$ cat config.mk
export PLATFORM = sky130hd
export DESIGN_NAME = nqa_device_flat
export DESIGN_NICKNAME = d
export VERILOG_FILES = /design/src/rtl/nqa_pkg.sv /design/src/rtl/nqa_if.sv /design/src/rtl/nqa_abort_sel.sv /design/src/rtl/nqa_device.sv /design/src/flat_wrapper.sv
export VERILOG_INCLUDE_DIRS = /design/src /design/src/rtl
export SDC_FILE = /design/constraint.sdc
export NUM_CORES = 1
export LEC_CHECK = 0
export BUFFER_PORTS_ARGS = -buffer_cell sky130_fd_sc_hd__buf_2
export CAP_MARGIN = 20
export CORE_ASPECT_RATIO = 2
export CORE_MARGIN = 8
export CORE_UTILIZATION = 30
export DETAILED_ROUTE_END_ITERATION = 12
export PLACE_DENSITY_LB_ADDON = 0.3
export RECOVER_POWER = 100
export SLEW_MARGIN = 20
export SYNTH_ARGS = -nofsm -noshare
export SYNTH_HDL_FRONTEND = slang
export SYNTH_SLANG_ARGS = --single-unit
$ cat constraint.sdc
create_clock -name clk -period 4.62 [get_ports clk]
set_input_delay 0 -clock clk [delete_from_list [all_inputs] [get_ports clk]]
set_output_delay 0 -clock clk [all_outputs]
set_load 0.02 [all_outputs]
$ cat src/rtl/nqa_defines.svh
// constants for the queued non-data abort handler
`ifndef NQA_DEFINES_SVH
`define NQA_DEFINES_SVH
// command opcode and subcommands
`define NQA_OPC_NCQ_NONDATA 8'h63
`define NQA_SUB_ABORT       4'h0
// abort kinds
`define NQA_KIND_ALL        4'h0
`define NQA_KIND_STREAM     4'h1
`define NQA_KIND_NONSTREAM  4'h2
`define NQA_KIND_SELECTED   4'h3
// supported-kind log, one bit per kind
`define NQA_KIND_LOG        16'h000f
// queue depth minus one, as reported in identify word 75
`define NQA_QDEPTH_M1       5'h1f
// field positions in the command block
`define NQA_FEAT_SUB_MSB    3
`define NQA_FEAT_SUB_LSB    0
`define NQA_FEAT_KIND_MSB   7
`define NQA_FEAT_KIND_LSB   4
`define NQA_TAG_MSB         7
`define NQA_TAG_LSB         3
`define NQA_DEV_ONE_BIT     6
`define NQA_DEV_ZERO_BIT    4
// device field as the host drives it
`define NQA_DEV_FIELD       8'h40
// status and error bytes
`define NQA_STAT_OK         8'h40
`define NQA_STAT_ERR        8'h41
`define NQA_ERR_NONE        8'h00
`define NQA_ERR_ABRT        8'h04
// host register offsets (byte addresses)
`define NQA_REG_CMD         5'h00
`define NQA_REG_STATUS      5'h04
`define NQA_REG_ACT         5'h08
`define NQA_REG_QUEUED      5'h0c
`define NQA_REG_LOG         5'h10
// host status register bits
`define NQA_ST_BUSY         0
`define NQA_ST_DONE         1
`define NQA_ST_FAIL         2
`define NQA_ST_REFUSED      3
`endif

$ cat src/rtl/nqa_pkg.sv
// types and shared decode for the queued non-data abort handler
package nqa_pkg;
  // one bit per queue tag
  typedef logic [31:0] nqa_mask_t;
  // device end states
  typedef enum logic [1:0] {NQA_D_IDLE, NQA_D_EVAL, NQA_D_SEND} nqa_dev_state_t;
  // host end states
  typedef enum logic [1:0] {NQA_H_IDLE, NQA_H_ISSUE, NQA_H_WAIT} nqa_host_state_t;

  // tag number to one-hot mask
  function automatic nqa_mask_t nqa_onehot(input logic [4:0] tag);
    nqa_mask_t m;
    m      = '0;
    m[tag] = 1'b1;
    return m;
  endfunction : nqa_onehot
endpackage : nqa_pkg

$ cat src/rtl/nqa_if.sv
// link between host adapter and drive for queued non-data commands
`timescale 1ns/100ps
interface nqa_if;
  // command block, host to device
  logic        cmd_valid;
  logic        cmd_ready;
  logic [7:0]  cmd_opcode;
  logic [15:0] cmd_feature;
  logic [15:0] cmd_count;
  logic [47:0] cmd_lba;
  logic [7:0]  cmd_device;
  // set device bits frame, device to host
  logic        sdb_valid;
  logic [31:0] sdb_act;
  logic [7:0]  sdb_status;
  logic [7:0]  sdb_error;
  // register frame, device to host
  logic        d2h_valid;
  logic [7:0]  d2h_status;
  logic [7:0]  d2h_error;

  modport dev (input cmd_valid, cmd_opcode, cmd_feature, cmd_count, cmd_lba, cmd_device,
               output cmd_ready, sdb_valid, sdb_act, sdb_status, sdb_error,
               d2h_valid, d2h_status, d2h_error);
  modport hst (output cmd_valid, cmd_opcode, cmd_feature, cmd_count, cmd_lba, cmd_device,
               input cmd_ready, sdb_valid, sdb_act, sdb_status, sdb_error,
               d2h_valid, d2h_status, d2h_error);
endinterface : nqa_if

$ cat src/rtl/nqa_abort_sel.sv
// picks the queued commands that an abort kind hits
`timescale 1ns/100ps
`include "nqa_defines.svh"
module nqa_abort_sel
  import nqa_pkg::*;
(
  // request
  input  wire logic [3:0] kind,
  input  wire logic [4:0] target_queue_tag,
  // queue state
  input  wire nqa_mask_t  outstanding,
  input  wire nqa_mask_t  streaming,
  // result
  output nqa_mask_t       hit
);
  wire nqa_mask_t target_oh = nqa_onehot(target_queue_tag);  // selected tag

  // one selector per tag
  genvar g;
  generate
    for (g = 0; g < 32; g++) begin : g_tag
      assign hit[g] = outstanding[g] &
        ((kind == `NQA_KIND_ALL)                        |
         ((kind == `NQA_KIND_STREAM)    &  streaming[g]) |
         ((kind == `NQA_KIND_NONSTREAM) & ~streaming[g]) |
         ((kind == `NQA_KIND_SELECTED)  &  target_oh[g]));
    end
  endgenerate
endmodule : nqa_abort_sel

$ cat src/rtl/nqa_device.sv
// drive end: decodes and executes the queued abort subcommand
//
// The implementer's own choices: the Avalon-MM interface to the registers and the register addresses.
`timescale 1ns/100ps
`include "nqa_defines.svh"
module nqa_device
  import nqa_pkg::*;
(
  // clock and reset
  input  wire logic clk,
  input  wire logic reset,
  // link to the host adapter
  nqa_if.dev        link,
  // drive queue state
  input  wire logic ncq_enable,
  input  wire nqa_mask_t outstanding,
  input  wire nqa_mask_t streaming,
  input  wire nqa_mask_t done_mask,
  // order to the queue engine
  output nqa_mask_t abort_mask,
  output logic      abort_strobe,
  // identify and log data
  output logic [4:0]  queue_depth_m1,
  output logic [15:0] abort_kind_log
);
  // current state
  nqa_dev_state_t state;
  nqa_dev_state_t next_state;

  // latched command block
  logic [7:0]  opcode;            // command code
  logic [3:0]  subcmd;            // subcommand code
  logic [3:0]  kind;              // abort kind
  logic [4:0]  own_tag;           // abort command's own tag
  logic [4:0]  target_queue_tag;  // tag to abort for kind 3h

  // normal completions not yet reported
  nqa_mask_t pending_done;
  nqa_mask_t next_pending_done;

  // frame registers
  logic        sdb_valid;
  nqa_mask_t   sdb_act;
  logic [7:0]  sdb_status;
  logic [7:0]  sdb_error;
  logic        d2h_valid;
  logic [7:0]  d2h_status;
  logic [7:0]  d2h_error;

  // decode of the latched command
  wire logic       take        = link.cmd_valid & (state == NQA_D_IDLE);
  wire logic       is_nondata  = (opcode == `NQA_OPC_NCQ_NONDATA);
  wire logic       is_abort    = (subcmd == `NQA_SUB_ABORT);
  wire logic       is_selected = (kind == `NQA_KIND_SELECTED);
  wire logic       kind_known  = (kind <= `NQA_KIND_SELECTED);
  wire logic [15:0] kind_log_bits = `NQA_KIND_LOG;                  // one bit per kind
  wire logic       kind_logged = kind_log_bits[kind];
  wire logic       kind_ok     = kind_known & kind_logged;
  wire logic       tag_same    = is_selected & (target_queue_tag == own_tag);
  wire logic       tag_bad     = is_selected & (target_queue_tag > `NQA_QDEPTH_M1);
  wire logic       reject      = ~is_nondata
                                 | ~is_abort
                                 | ~ncq_enable
                                 | ~kind_ok
                                 | tag_same
                                 | tag_bad;
  wire nqa_mask_t  hit;
  wire nqa_mask_t  own_oh      = nqa_onehot(own_tag);
  wire nqa_mask_t  act_now     = own_oh | hit | pending_done | done_mask;

  // commands hit by the abort kind
  nqa_abort_sel u_sel (
    .kind             (kind),
    .target_queue_tag (target_queue_tag),
    .outstanding      (outstanding),
    .streaming        (streaming),
    .hit              (hit)
  );

  // state sequence: take, evaluate, send one frame
  always_comb begin
    next_state = state;
    case (state)
      NQA_D_IDLE: begin
        if (link.cmd_valid) begin
          next_state = NQA_D_EVAL;
        end
      end
      NQA_D_EVAL: begin
        next_state = NQA_D_SEND;
      end
      NQA_D_SEND: begin
        next_state = NQA_D_IDLE;
      end
      default: begin
        next_state = NQA_D_IDLE;
      end
    endcase
  end

  // completions collect until a success frame reports them, eval pulse included
  always_comb begin
    next_pending_done = pending_done | done_mask;
    if ((state == NQA_D_EVAL) && !reject) begin
      next_pending_done = '0;
    end
  end

  // state and pending completions
  always_ff @(posedge clk) begin
    if (reset) begin
      state        <= NQA_D_IDLE;
      pending_done <= '0;
    end else begin
      state        <= next_state;
      pending_done <= next_pending_done;
    end
  end

  // capture of the command block
  always_ff @(posedge clk) begin
    if (reset) begin
      opcode           <= 8'h00;
      subcmd           <= 4'h0;
      kind             <= 4'h0;
      own_tag          <= 5'h00;
      target_queue_tag <= 5'h00;
    end else if (take) begin
      opcode           <= link.cmd_opcode;
      subcmd           <= link.cmd_feature[`NQA_FEAT_SUB_MSB:`NQA_FEAT_SUB_LSB];
      kind             <= link.cmd_feature[`NQA_FEAT_KIND_MSB:`NQA_FEAT_KIND_LSB];
      own_tag          <= link.cmd_count[`NQA_TAG_MSB:`NQA_TAG_LSB];
      target_queue_tag <= link.cmd_lba[`NQA_TAG_MSB:`NQA_TAG_LSB];
    end
  end

  // abort order to the queue engine, only on success
  always_ff @(posedge clk) begin
    if (reset) begin
      abort_strobe <= 1'b0;
      abort_mask   <= '0;
    end else if (state == NQA_D_EVAL) begin
      abort_strobe <= ~reject;
      abort_mask   <= reject ? '0 : hit;
    end else begin
      abort_strobe <= 1'b0;
      abort_mask   <= '0;
    end
  end

  // frames: success status bits or register error frame
  always_ff @(posedge clk) begin
    if (reset) begin
      sdb_valid  <= 1'b0;
      sdb_act    <= '0;
      sdb_status <= 8'h00;
      sdb_error  <= 8'h00;
      d2h_valid  <= 1'b0;
      d2h_status <= 8'h00;
      d2h_error  <= 8'h00;
    end else if (state == NQA_D_EVAL) begin
      sdb_valid  <= ~reject;
      sdb_act    <= reject ? '0 : act_now;
      sdb_status <= `NQA_STAT_OK;
      sdb_error  <= `NQA_ERR_NONE;
      d2h_valid  <= reject;
      d2h_status <= reject ? `NQA_STAT_ERR : `NQA_STAT_OK;
      d2h_error  <= reject ? `NQA_ERR_ABRT : `NQA_ERR_NONE;
    end else begin
      sdb_valid  <= 1'b0;
      d2h_valid  <= 1'b0;
    end
  end

  // link outputs
  assign link.cmd_ready  = (state == NQA_D_IDLE);
  assign link.sdb_valid  = sdb_valid;
  assign link.sdb_act    = sdb_act;
  assign link.sdb_status = sdb_status;
  assign link.sdb_error  = sdb_error;
  assign link.d2h_valid  = d2h_valid;
  assign link.d2h_status = d2h_status;
  assign link.d2h_error  = d2h_error;

  // identify word and supported-kind log
  assign queue_depth_m1 = `NQA_QDEPTH_M1;
  assign abort_kind_log = `NQA_KIND_LOG;
endmodule : nqa_device

$ cat src/flat_wrapper.sv
// flat-port wrapper written by rule: the top's interface ports become plain ports
module nqa_device_flat import nqa_pkg::*;
  (clk, reset, ncq_enable, outstanding, streaming, done_mask, abort_mask, abort_strobe, queue_depth_m1, abort_kind_log, link_cmd_valid, link_cmd_opcode, link_cmd_feature, link_cmd_count, link_cmd_lba, link_cmd_device, link_cmd_ready, link_sdb_valid, link_sdb_act, link_sdb_status, link_sdb_error, link_d2h_valid, link_d2h_status, link_d2h_error);
  nqa_if link_i ();
  input  wire logic clk;
  input  wire logic reset;
  input  wire logic ncq_enable;
  input  wire nqa_mask_t outstanding;
  input  wire nqa_mask_t streaming;
  input  wire nqa_mask_t done_mask;
  output nqa_mask_t abort_mask;
  output logic abort_strobe;
  output logic [4:0] queue_depth_m1;
  output logic [15:0] abort_kind_log;
  input wire logic [$bits(link_i.cmd_valid)-1:0] link_cmd_valid;
  input wire logic [$bits(link_i.cmd_opcode)-1:0] link_cmd_opcode;
  input wire logic [$bits(link_i.cmd_feature)-1:0] link_cmd_feature;
  input wire logic [$bits(link_i.cmd_count)-1:0] link_cmd_count;
  input wire logic [$bits(link_i.cmd_lba)-1:0] link_cmd_lba;
  input wire logic [$bits(link_i.cmd_device)-1:0] link_cmd_device;
  output wire logic [$bits(link_i.cmd_ready)-1:0] link_cmd_ready;
  output wire logic [$bits(link_i.sdb_valid)-1:0] link_sdb_valid;
  output wire logic [$bits(link_i.sdb_act)-1:0] link_sdb_act;
  output wire logic [$bits(link_i.sdb_status)-1:0] link_sdb_status;
  output wire logic [$bits(link_i.sdb_error)-1:0] link_sdb_error;
  output wire logic [$bits(link_i.d2h_valid)-1:0] link_d2h_valid;
  output wire logic [$bits(link_i.d2h_status)-1:0] link_d2h_status;
  output wire logic [$bits(link_i.d2h_error)-1:0] link_d2h_error;
  assign link_i.cmd_valid = link_cmd_valid;
  assign link_i.cmd_opcode = link_cmd_opcode;
  assign link_i.cmd_feature = link_cmd_feature;
  assign link_i.cmd_count = link_cmd_count;
  assign link_i.cmd_lba = link_cmd_lba;
  assign link_i.cmd_device = link_cmd_device;
  assign link_cmd_ready = link_i.cmd_ready;
  assign link_sdb_valid = link_i.sdb_valid;
  assign link_sdb_act = link_i.sdb_act;
  assign link_sdb_status = link_i.sdb_status;
  assign link_sdb_error = link_i.sdb_error;
  assign link_d2h_valid = link_i.d2h_valid;
  assign link_d2h_status = link_i.d2h_status;
  assign link_d2h_error = link_i.d2h_error;
  nqa_device u_core (.clk(clk), .reset(reset), .link(link_i), .ncq_enable(ncq_enable), .outstanding(outstanding), .streaming(streaming), .done_mask(done_mask), .abort_mask(abort_mask), .abort_strobe(abort_strobe), .queue_depth_m1(queue_depth_m1), .abort_kind_log(abort_kind_log));
endmodule
Word level (Yosys, flattened, before mapping)
Memories as Yosys holds them, arrays and structs flattened. A register that Yosys moved wholly into a read port is not among the register bits.
Index checks and enable logic that the tools add are counted.
{ "op_classes": {"order_cmp": 7, "n_eq_ne": 7, "muxes": 12, "bitwise": 275, "n_reduce_logical": 10} }
{ "op_table": {"columns": ["operator", "count"], "rows": [
  ["1-bit bitwise AND", 132],
  ["32-bit bitwise OR", 4],
  ["1-bit bitwise OR", 101],
  ["1-bit NOT", 38],
  ["32-bit two-way mux", 1],
  ["5-bit by 6-bit < comparator with 1-bit output, second input constant", 2],
  ["1-bit demux with 5-bit select", 2],
  ["5-bit by 1-bit greater-or-equal comparator with 1-bit output, second input constant", 2],
  ["4-bit by 2-bit equality test with 1-bit output, second input constant", 2],
  ["8-bit by 7-bit equality test with 1-bit output, second input constant", 1],
  ["4-bit logical NOT", 2],
  ["4-bit two-way mux", 2],
  ["5-bit equality test", 1],
  ["5-bit > comparator, second input constant", 1],
  ["4-bit by 5-bit < comparator with 1-bit output, second input constant", 1],
  ["4-bit by 1-bit equality test with 1-bit output, second input constant", 1],
  ["4-bit by 2-bit <= comparator with 1-bit output, second input constant", 1],
  ["1-bit two-way mux", 4],
  ["2-bit one-hot mux with 2 select lines", 1],
  ["2-bit OR reduction", 2],
  ["1-bit logical AND", 3],
  ["3-bit two-way mux", 1],
  ["3-bit OR reduction", 1],
  ["2-bit by 1-bit equality test with 1-bit output, second input constant", 1],
  ["other kinds (4)", 4]
]} }
{ "totals": {"register_bits": 143, "rom_bits": 16, "in_bits": 196, "output_inout_bits": 121, "wordCells": 326, "mem_count": 1} }
{ "memory_table": {"columns": ["name", "words", "word_bits", "read_ports", "rd_clocked_by_memory_dff", "wr", "line_no", "source"], "rows": [
  ["(name not given)", 16, 1, 1, 1, 0, "nqa_device.sv:57", "wire logic kind_logged = kind_log_bits[kind];"]
]} }

Longest topological paths before layout
Gate-level depths: netlist (run 1).
{ "logic_depth": {"depth_word": 11, "mapped_depth": 7, "depth_no_buf": 4} }

Cells and area by module
Synthesis (run 1) repeated with hierarchy kept, for this count alone.
{ "hier_totals": {"hier_cells": 690, "hier_area_um2": 5988.2} }
{ "by_module_without_submodules": {"columns": ["module", "n_inst", "cells_per_inst", "area_each_um2", "seq_area_each_um2"], "rows": [
  ["nqa_device", 1, 537, 5072.4, 2582.5],
  ["nqa_abort_sel", 1, 153, 915.9, 0.0]
]} }

Worst setup path before layout (run 1)
Ideal clock, no wire load.
{ "synth_timing": {"kind": "reg2reg", "startpoint": "register u_core.own_tag[3]", "endpoint": "register u_core.sdb_act[23], in the netlist u_core.link.sdb_act[23]", "setup_ps": 120, "t_arrival_ps": 1483, "required_time_ps": 4500, "setup_slack_ps": 3017, "stages_incl_launch_ff": 8, "path_buffers": 3, "synth_period_minus_slack_ps": 1603, "cell_sequence": "dfxtp_1 -> buf_2 -> xor2_1 -> nor4_2 -> a211o_1 -> buf_4 -> buf_2 -> o21ai_1"} }
{ "synth_via": {"elab_chain_cells": 8, "elab_cells_between_ends": 13, "cone_classes": "order compare: 2; eq/ne: 1; mux: 3; bitwise: 6; reduce/logical: 1"} }
{ "synth_rtl": {"columns": ["item", "line_no", "source"], "rows": [
  ["start, declared", "nqa_device.sv:34", "logic [4:0] own_tag;"],
  ["start signal, assigned", "nqa_device.sv:132", "own_tag <= link.cmd_count[`NQA_TAG_MSB:`NQA_TAG_LSB];"],
  ["5-bit by 6-bit < comparator with 1-bit output (not written as such) / 5-bit by 1-bit greater-or-equal comparator with 1-bit output (equally long branches)", "nqa_pkg.sv:14", "m[tag] = 1'b1;"],
  ["1-bit logical AND (not written as such)", "nqa_pkg.sv:14", null],
  ["1-bit two-way mux (not written as such)", "nqa_pkg.sv:14", null],
  ["1-bit demux with 5-bit select", null, null],
  ["32-bit bitwise OR (3 in a row)", "nqa_device.sv:69", "wire nqa_mask_t act_now = own_oh | hit | pending_done | done_mask;"],
  ["32-bit two-way mux *", "nqa_device.sv:163", "sdb_act <= reject ? '0 : act_now;"],
  ["end signal, assigned", "nqa_device.sv:163", null],
  ["end, declared", "nqa_device.sv:43", "nqa_mask_t sdb_act;"]
]} }
Mark *: on every way between the ends. The rest lies on a longest branch, timed or not.
A chain may end at the register's enable or synchronous reset.

Final worst setup path (run 1)
{ "layout_timing": {"startpoint": "register u_core.state[1]", "endpoint": "register u_core.pending_done[28]"} }
{ "layout_via": {"elab_chain_cells": 3} }
{ "layout_rtl": {"columns": ["item", "line_no", "source"], "rows": [
  ["start, declared", "nqa_device.sv:27", "nqa_dev_state_t state;"],
  ["start signal, assigned", "nqa_device.sv:115", "state <= next_state;"],
  ["2-bit by 1-bit equality test with 1-bit output", "nqa_device.sv:104", "if ((state == NQA_D_EVAL) && !reject) begin"],
  ["1-bit logical AND", "nqa_device.sv:104", null],
  ["2-bit OR reduction (no line)", null, null],
  ["end signal, assigned", "nqa_device.sv:116", "pending_done <= next_pending_done;"],
  ["end, declared", "nqa_device.sv:38", "nqa_mask_t pending_done;"]
]} }
No other way between the ends.

==> flow_summary.ini, run 1 <==
[timing]
setup_tns_ns = 0
rsz0062_at_grt = false
post-route-min-period_ns = 3.403
slew_headroom = -0.3229
finalHoldViolCount = 0
finClkSkew_ns = 0.01184
holdWs_ns = 0.1231
fmax_ghz = 0.2938
setup_viol = 0
slew_viol_final = 110
tightestPinTransition_ns = 1.984
period_share = 0.7366

[cells_and_area]
multiInputGateArea_sq_um = 2952
final_cell_mix = dfxtp_1 (128), buf_2 (124), dlygate4sd3_1 (91)
nets = 1153
layout_commonest_cell = dfxtp_1
regArea_sq_um = 2584
drive_gt1_frac = 0.1825
nFillCells = 2032
syn_to_final_growth_pct = 40.27

[worst_setup_path]
start_kind = flop
r2r_slack_ns = 1.22
cp.arrival_ns = 3.62
end_kind = flop
r2r-end = u_core.pending_done[28]$_SDFF_PP0_
worst-endpoint-required_ns = 4.83
cp_max_fo = 33
worst-r2r-cell-count = 4
path_class = flop to flop
regToRegStartpoint = u_core.state[1]$_SDFFE_PP0P_

[pwr]
combPwrFrac = 0.134
switching_share = 0.2546
p_per_area_nw_per_um2 = 371.2
p_sw_w = 0.0007936
ir_drop_v = 0.0001943
seq_power_share = 0.379
leakage_nw = 3.455
p_int_w = 0.002323
power.total_w = 0.003117
pwr-share-clk = 0.487

[cts]
cts_tree = built
clkTransAtPathRegs_ns = 0.06
cts.htree.levels = 4
cts.sinks = 129
clk-insertion-delay-late_ns = 0.42
cts_buffers = 17
ctsResizeCount = 0
cts_root_buffer = clkbuf_16
clock_path_buffers = 2

[outcome]
status = complete, but fails checks
violations = max-capacitance violations, max-slew violations

[hold_path]
min_from = streaming[19]
holdCritPathClass = input port to flop
hold_path_depth = 5
whs_endpoint = u_core.abort_mask[19]$_SDFF_PP0_

[floorplan]
start_util = 0.3035
dieHeight_um = 215.8
ios = 317
core_area_sq_um = 19730
die_x_um = 115.9
die-area_sq_um = 25010
rows = 73

[yosys]
yosys_warnings = 0
synth_seq_cells = 129
syn_inst = 702
synth.cell_area_sq_um = 5987
ys_seq_area_frac = 0.4313
synth_cell_types = 43
syn_avg_cell_area_sq_um = 8.528

[grt]
overflow = 0
grt_use_met3 = 0.04420
grt.met1_usage = 0.1918
use_met2 = 0.3329
grt_pass1_vias = 6363
antenna_found_initial = 3
grt_use_total = 0.1865
grt_max_degree = 95
grt_pass1_wl_mm = 35.11
top_usage_layer = met2

[drt]
viasPerCell = 4.924
postRouteAntennaNets = 0
wirelength_mm = 23.77
detail_route.iter0.violations = 363
dr.pass1.iters = 8
wl_per_cell_um = 19.28
drc_errors = 0
num_vias = 6071

[placement]
post-dp-hpwl_mm = 16.37
gp_congestion = 0.8144
io_buffers = 197

[job]
cap_violations = 2
[worst max-delay path: stages, from the launching register on]
cell	delay (ns)
dfxtp_1	0.32
nand2b_2	0.64
a211oi_1	1.64
buf_4	0.49
nor3_1	0.09
[worst max-delay path by stage]
stage               depth (start not counted)  slack (ns)                            from                                   end
detailed placement                          4        2.21    u_core.state[1]$_SDFFE_PP0P_    u_core.pending_done[31]$_SDFF_PP0_
floorplan                                   7        3.02  u_core.own_tag[3]$_SDFFE_PP0P_  u_core.link.sdb_act[23]$_SDFFE_PP0N_
global route                                4        1.08    u_core.state[1]$_SDFFE_PP0P_    u_core.pending_done[24]$_SDFF_PP0_
global placement                            4        1.93  u_core.own_tag[3]$_SDFFE_PP0P_   u_core.link.sdb_act[7]$_SDFFE_PP0N_
CTS                                         4        2.19    u_core.state[1]$_SDFFE_PP0P_    u_core.pending_done[23]$_SDFF_PP0_
finish                                      4        1.22    u_core.state[1]$_SDFFE_PP0P_    u_core.pending_done[28]$_SDFF_PP0_
[timing repair]
item	in CTS	in global routing
hold buffers	91	0
buffers inserted	0	0
endpoints found under the hold margin	124	0
[synthesized netlist by cell type (all sizes together)]
master,count,share of area
a211o,2,0.0029
a211oi,1,0.0021
a21oi,26,0.022
a311oi,32,0.047
a31o,1,0.0015
a31oi,32,0.033
and2,2,0.0021
and3,34,0.036
and3b,1,0.0015
and4,1,0.0015
and4bb,1,0.0021
buf,73,0.083
clkbuf,34,0.022
conb,2,0.0013
dfxtp,129,0.43
inv,2,0.0013
mux2i,32,0.054
nand2,56,0.035
nand2b,4,0.0042
nand3,1,0.00084
nand3b,35,0.044
nand4,2,0.0021
nand4bb,1,0.0046
nor2,72,0.045
nor2b,2,0.0021
nor3,36,0.031
nor3b,5,0.0079
nor4,4,0.0052
nor4b,2,0.0029
nor4bb,3,0.0050
o21ai,64,0.054
or2,1,0.0010
or3,1,0.0010
or3b,3,0.0044
xnor2,1,0.0015
xor2,4,0.0059
[through the flow]
stage	worst slack, ns	std cells	instance area [sq um]	utilization
floorplan	3.017	749	6163	-
global placement	1.932	1109	6928	0.3512
detailed placement	2.209	1109	6935	0.3515
CTS	2.192	1232	8508	0.4313
global route	1.077	1233	8398	0.4257
finish	1.217	1233	8398	0.4257
[cell type report]
type / count / area share
tap: 262 / 0.03903
clock inverter: 12 / 0.02443
timing repair buffer: 296 / 0.2218
antenna: 1 / 0.0002980
sequential: 129 / 0.3077
clock buffer: 20 / 0.05438
inverter: 2 / 0.0008939
multi-input combinational: 511 / 0.3515
[metal layers]
metal | part of all wire | vias up
li1 | - | 2928
met1 | 0.36 | 2799
met2 | 0.52 | 280
met5 | 0.00088 | -
met4 | 0.044 | 4
met3 | 0.066 | 60
[sequential cells by signal (all words and copies together), names as in the netlist]
signal,count
u_core.link.sdb_status,1
u_core.abort_strobe,1
u_core.subcmd,4
u_core.kind,4
u_core.abort_mask,32
u_core.opcode,8
u_core.link.d2h_status,1
u_core.pending_done,32
u_core.link.sdb_act,32
u_core.kind_logged,1
u_core.link.d2h_valid,1
u_core.target_queue_tag,5
u_core.own_tag,5
u_core.state,2
[cell families (layout without fill, tap and decap cells)]
group	Yosys count	in the layout	share of synthesized area
xor+xnor	5	5	0.007314
other cells	2	50	0.001254
simple gates	267	267	0.2391
flops	129	129	0.4313
compound gates	158	158	0.1620
buf+inv	109	330	0.1055
mux	32	32	0.05350
[power groups by stage]
stage	Combinational, W	Clock (W)	Sequential [W]
3_3_place_gp	0.000350	0	0.00120
6_report	0.000416	0.00152	0.00118
4_1_cts	0.000418	0.00155	0.00118
2_1_floorplan	0.000268	0	0.00119
5_1_grt	0.000455	0.00159	0.00119
3_5_place_dp	0.000353	0	0.00121
Power figures use the tool's default switching activity.
==> inputs of run 2 (changes only) <==
Clock period 4.62 ns to 3.2 ns, I/O delays scaled along.
==> run 2 against run 1 <==
Against the previous run: the flow still finishes with violations (max-capacitance violations, max-slew violations); cell area is 0.66% higher; critical path depth rose by 1; fmax grew 28%; cell count grew 0.49%; critical path type unchanged.
==> flow_summary.ini, run 2 (synthesis gave the netlist of run 1 again) <==
[hold_path]
whs_endpoint = u_core.abort_mask[15]$_SDFF_PP0_
holdCritPathClass = input port to flop
min_from = streaming[15]
hold_path_depth = 5

[drt]
wirelength_mm = 23.52
drc_errors = 0
postRouteAntennaNets = 0
wl_per_cell_um = 18.98
num_vias = 6086
detail_route.iter0.violations = 364
dr.pass1.iters = 4
viasPerCell = 4.912

[cts]
cts_root_buffer = clkbuf_16
cts.htree.levels = 4
clkTransAtPathRegs_ns = 0.06
cts.sinks = 129
clock_path_buffers = 2
cts_tree = built
ctsResizeCount = 0
clk-insertion-delay-late_ns = 0.42
cts_buffers = 17

[outcome]
status = complete, but fails checks
violations = max-capacitance violations, max-slew violations

[timing]
rsz0062_at_grt = false
finalHoldViolCount = 0
period_share = 0.8280
fmax_ghz = 0.3774
setup_viol = 0
tightestPinTransition_ns = 1.916
slew_headroom = -0.2776
post-route-min-period_ns = 2.649
setup_tns_ns = 0
finClkSkew_ns = 0.008989
slew_viol_final = 95

[grt]
grt_use_total = 0.1869
grt_max_degree = 95
grt_pass1_wl_mm = 35.14
grt_pass1_vias = 6391
antenna_found_initial = 2
overflow = 0

[pwr]
seq_power_share = 0.383
pwr-share-clk = 0.478
p_int_w = 0.003301
leakage_nw = 3.496
combPwrFrac = 0.139
ir_drop_v = 0.0003563
p_sw_w = 0.001135
switching_share = 0.2559
p_per_area_nw_per_um2 = 524.7

[cells_and_area]
final_cell_mix = dfxtp_1 (128), buf_2 (124), dlygate4sd3_1 (92)
nFillCells = 2028
n_antenna_cell = 0
drive_gt1_frac = 0.1883
regArea_sq_um = 2584
final_area_sq_um = 8453
syn_to_final_growth_pct = 41.19
largestRegisters = u_core.abort_mask x32, u_core.link.sdb_act x32, u_core.pending_done x32
layout_commonest_cell = dfxtp_1
nets = 1160
multiInputGateArea_sq_um = 2955

[floorplan]
die-area_sq_um = 25010
core_area_sq_um = 19730
dieHeight_um = 215.8
ios = 317
rows = 73
die_x_um = 115.9
start_util = 0.3035

[worst_setup_path]
critical_path.cell_chain = xor2_1, nor4_1, a211o_1, buf_12, o21ai_0
crit_path_top_delay_cell = a211o_1
path_class = flop to flop
cp_max_fo = 41
r2r_slack_ns = 0.55
worst-endpoint-required_ns = 3.49
cp.arrival_ns = 2.94
worst-r2r-cell-count = 5
regToRegStartpoint = u_core.target_queue_tag[3]$_SDFFE_PP0P_
start_kind = flop
r2r-end = u_core.link.sdb_act[27]$_SDFFE_PP0N_
worst_path_largest_cell_delay_ns = 0.79
end_kind = flop

[job]
cap_violations = 1

[placement]
gp_congestion = 0.8065
io_buffers = 197
post-dp-hpwl_mm = 16.41
dpl_cell_area_sq_um = 6985
## run 2: cell count changes in the layout (fill, tap and decap cells not counted), sizes merged
cell         delta
buf             +6
clkinv          +3
bufinv          -1
clkinvlp        -1
diode           -1
dlygate4sd3     +1
inv             -1
## run 2: timing repair
action / CTS / global route
buffers inserted: 0 / 0
endpoints found under the hold margin: 124 / 0
hold buffers: 92 / 0
## run 2: area by class of cell
class,instances,area share
multi-input cells,511,0.3496
flip-flops and latches,129,0.3057
repair buffers,303,0.2284
clock buffers,20,0.05521
well taps,262,0.03878
clock inverters,12,0.02146
inverters,2,0.0008881
## run 2: metrics by stage
| step | total power [W] | hold slack [ns] | utilization | worst slack (ns) | cells |
|---|---|---|---|---|---|
| floorplan | 0.002103 | 0.1360 | - | 1.597 | 749 |
| global placement | 0.002250 | 0.2437 | 0.3541 | 1.004 | 1115 |
| detailed placement | 0.002254 | 0.2438 | 0.3541 | 0.9854 | 1115 |
| CTS | 0.004480 | 0.1043 | 0.4336 | 0.7682 | 1239 |
| global route | 0.004612 | 0.1528 | 0.4285 | 0.2912 | 1239 |
| finish | 0.004436 | 0.1232 | 0.4285 | 0.5505 | 1239 |
## run 2: worst max-delay path by stage
stage	from	to	slack [ns]
floorplan	u_core.own_tag[3]$_SDFFE_PP0P_	u_core.link.sdb_act[23]$_SDFFE_PP0N_	1.60
global placement	u_core.target_queue_tag[3]$_SDFFE_PP0P_	u_core.link.sdb_act[12]$_SDFFE_PP0N_	1.00
detailed placement	u_core.target_queue_tag[3]$_SDFFE_PP0P_	u_core.link.sdb_act[31]$_SDFFE_PP0N_	0.99
CTS	u_core.target_queue_tag[2]$_SDFFE_PP0P_	u_core.link.sdb_act[6]$_SDFFE_PP0N_	0.77
global route	u_core.target_queue_tag[3]$_SDFFE_PP0P_	u_core.link.sdb_act[28]$_SDFFE_PP0N_	0.29
finish	u_core.target_queue_tag[3]$_SDFFE_PP0P_	u_core.link.sdb_act[27]$_SDFFE_PP0N_	0.55
## run 2: layer usage
metal  global-route usage  wire, um  up-vias
li1                     -         -     2939
met3              0.03580      1352       58
met5                    0        18        -
met4               0.1114      1046        4
met1               0.1948      8884     2831
met2               0.3329     12220      254
## run 2: worst max-delay path: cells and delay by family (launching register included)
family	cells	cell delay [ns]
xor+xnor	1	0.14
flops	1	0.55
buf+inv	1	0.29
simple gates	1	0.59
compound gates	2	0.92
## run 2: power by group through the flow
stage / combinational (W) / clock [W] / sequential (W)
2_1_floorplan: 0.000386 / 0 / 0.00172
3_3_place_gp: 0.000521 / 0 / 0.00173
3_5_place_dp: 0.000523 / 0 / 0.00173
4_1_cts: 0.000618 / 0.00216 / 0.00170
5_1_grt: 0.000677 / 0.00223 / 0.00170
6_report: 0.000618 / 0.00212 / 0.00170
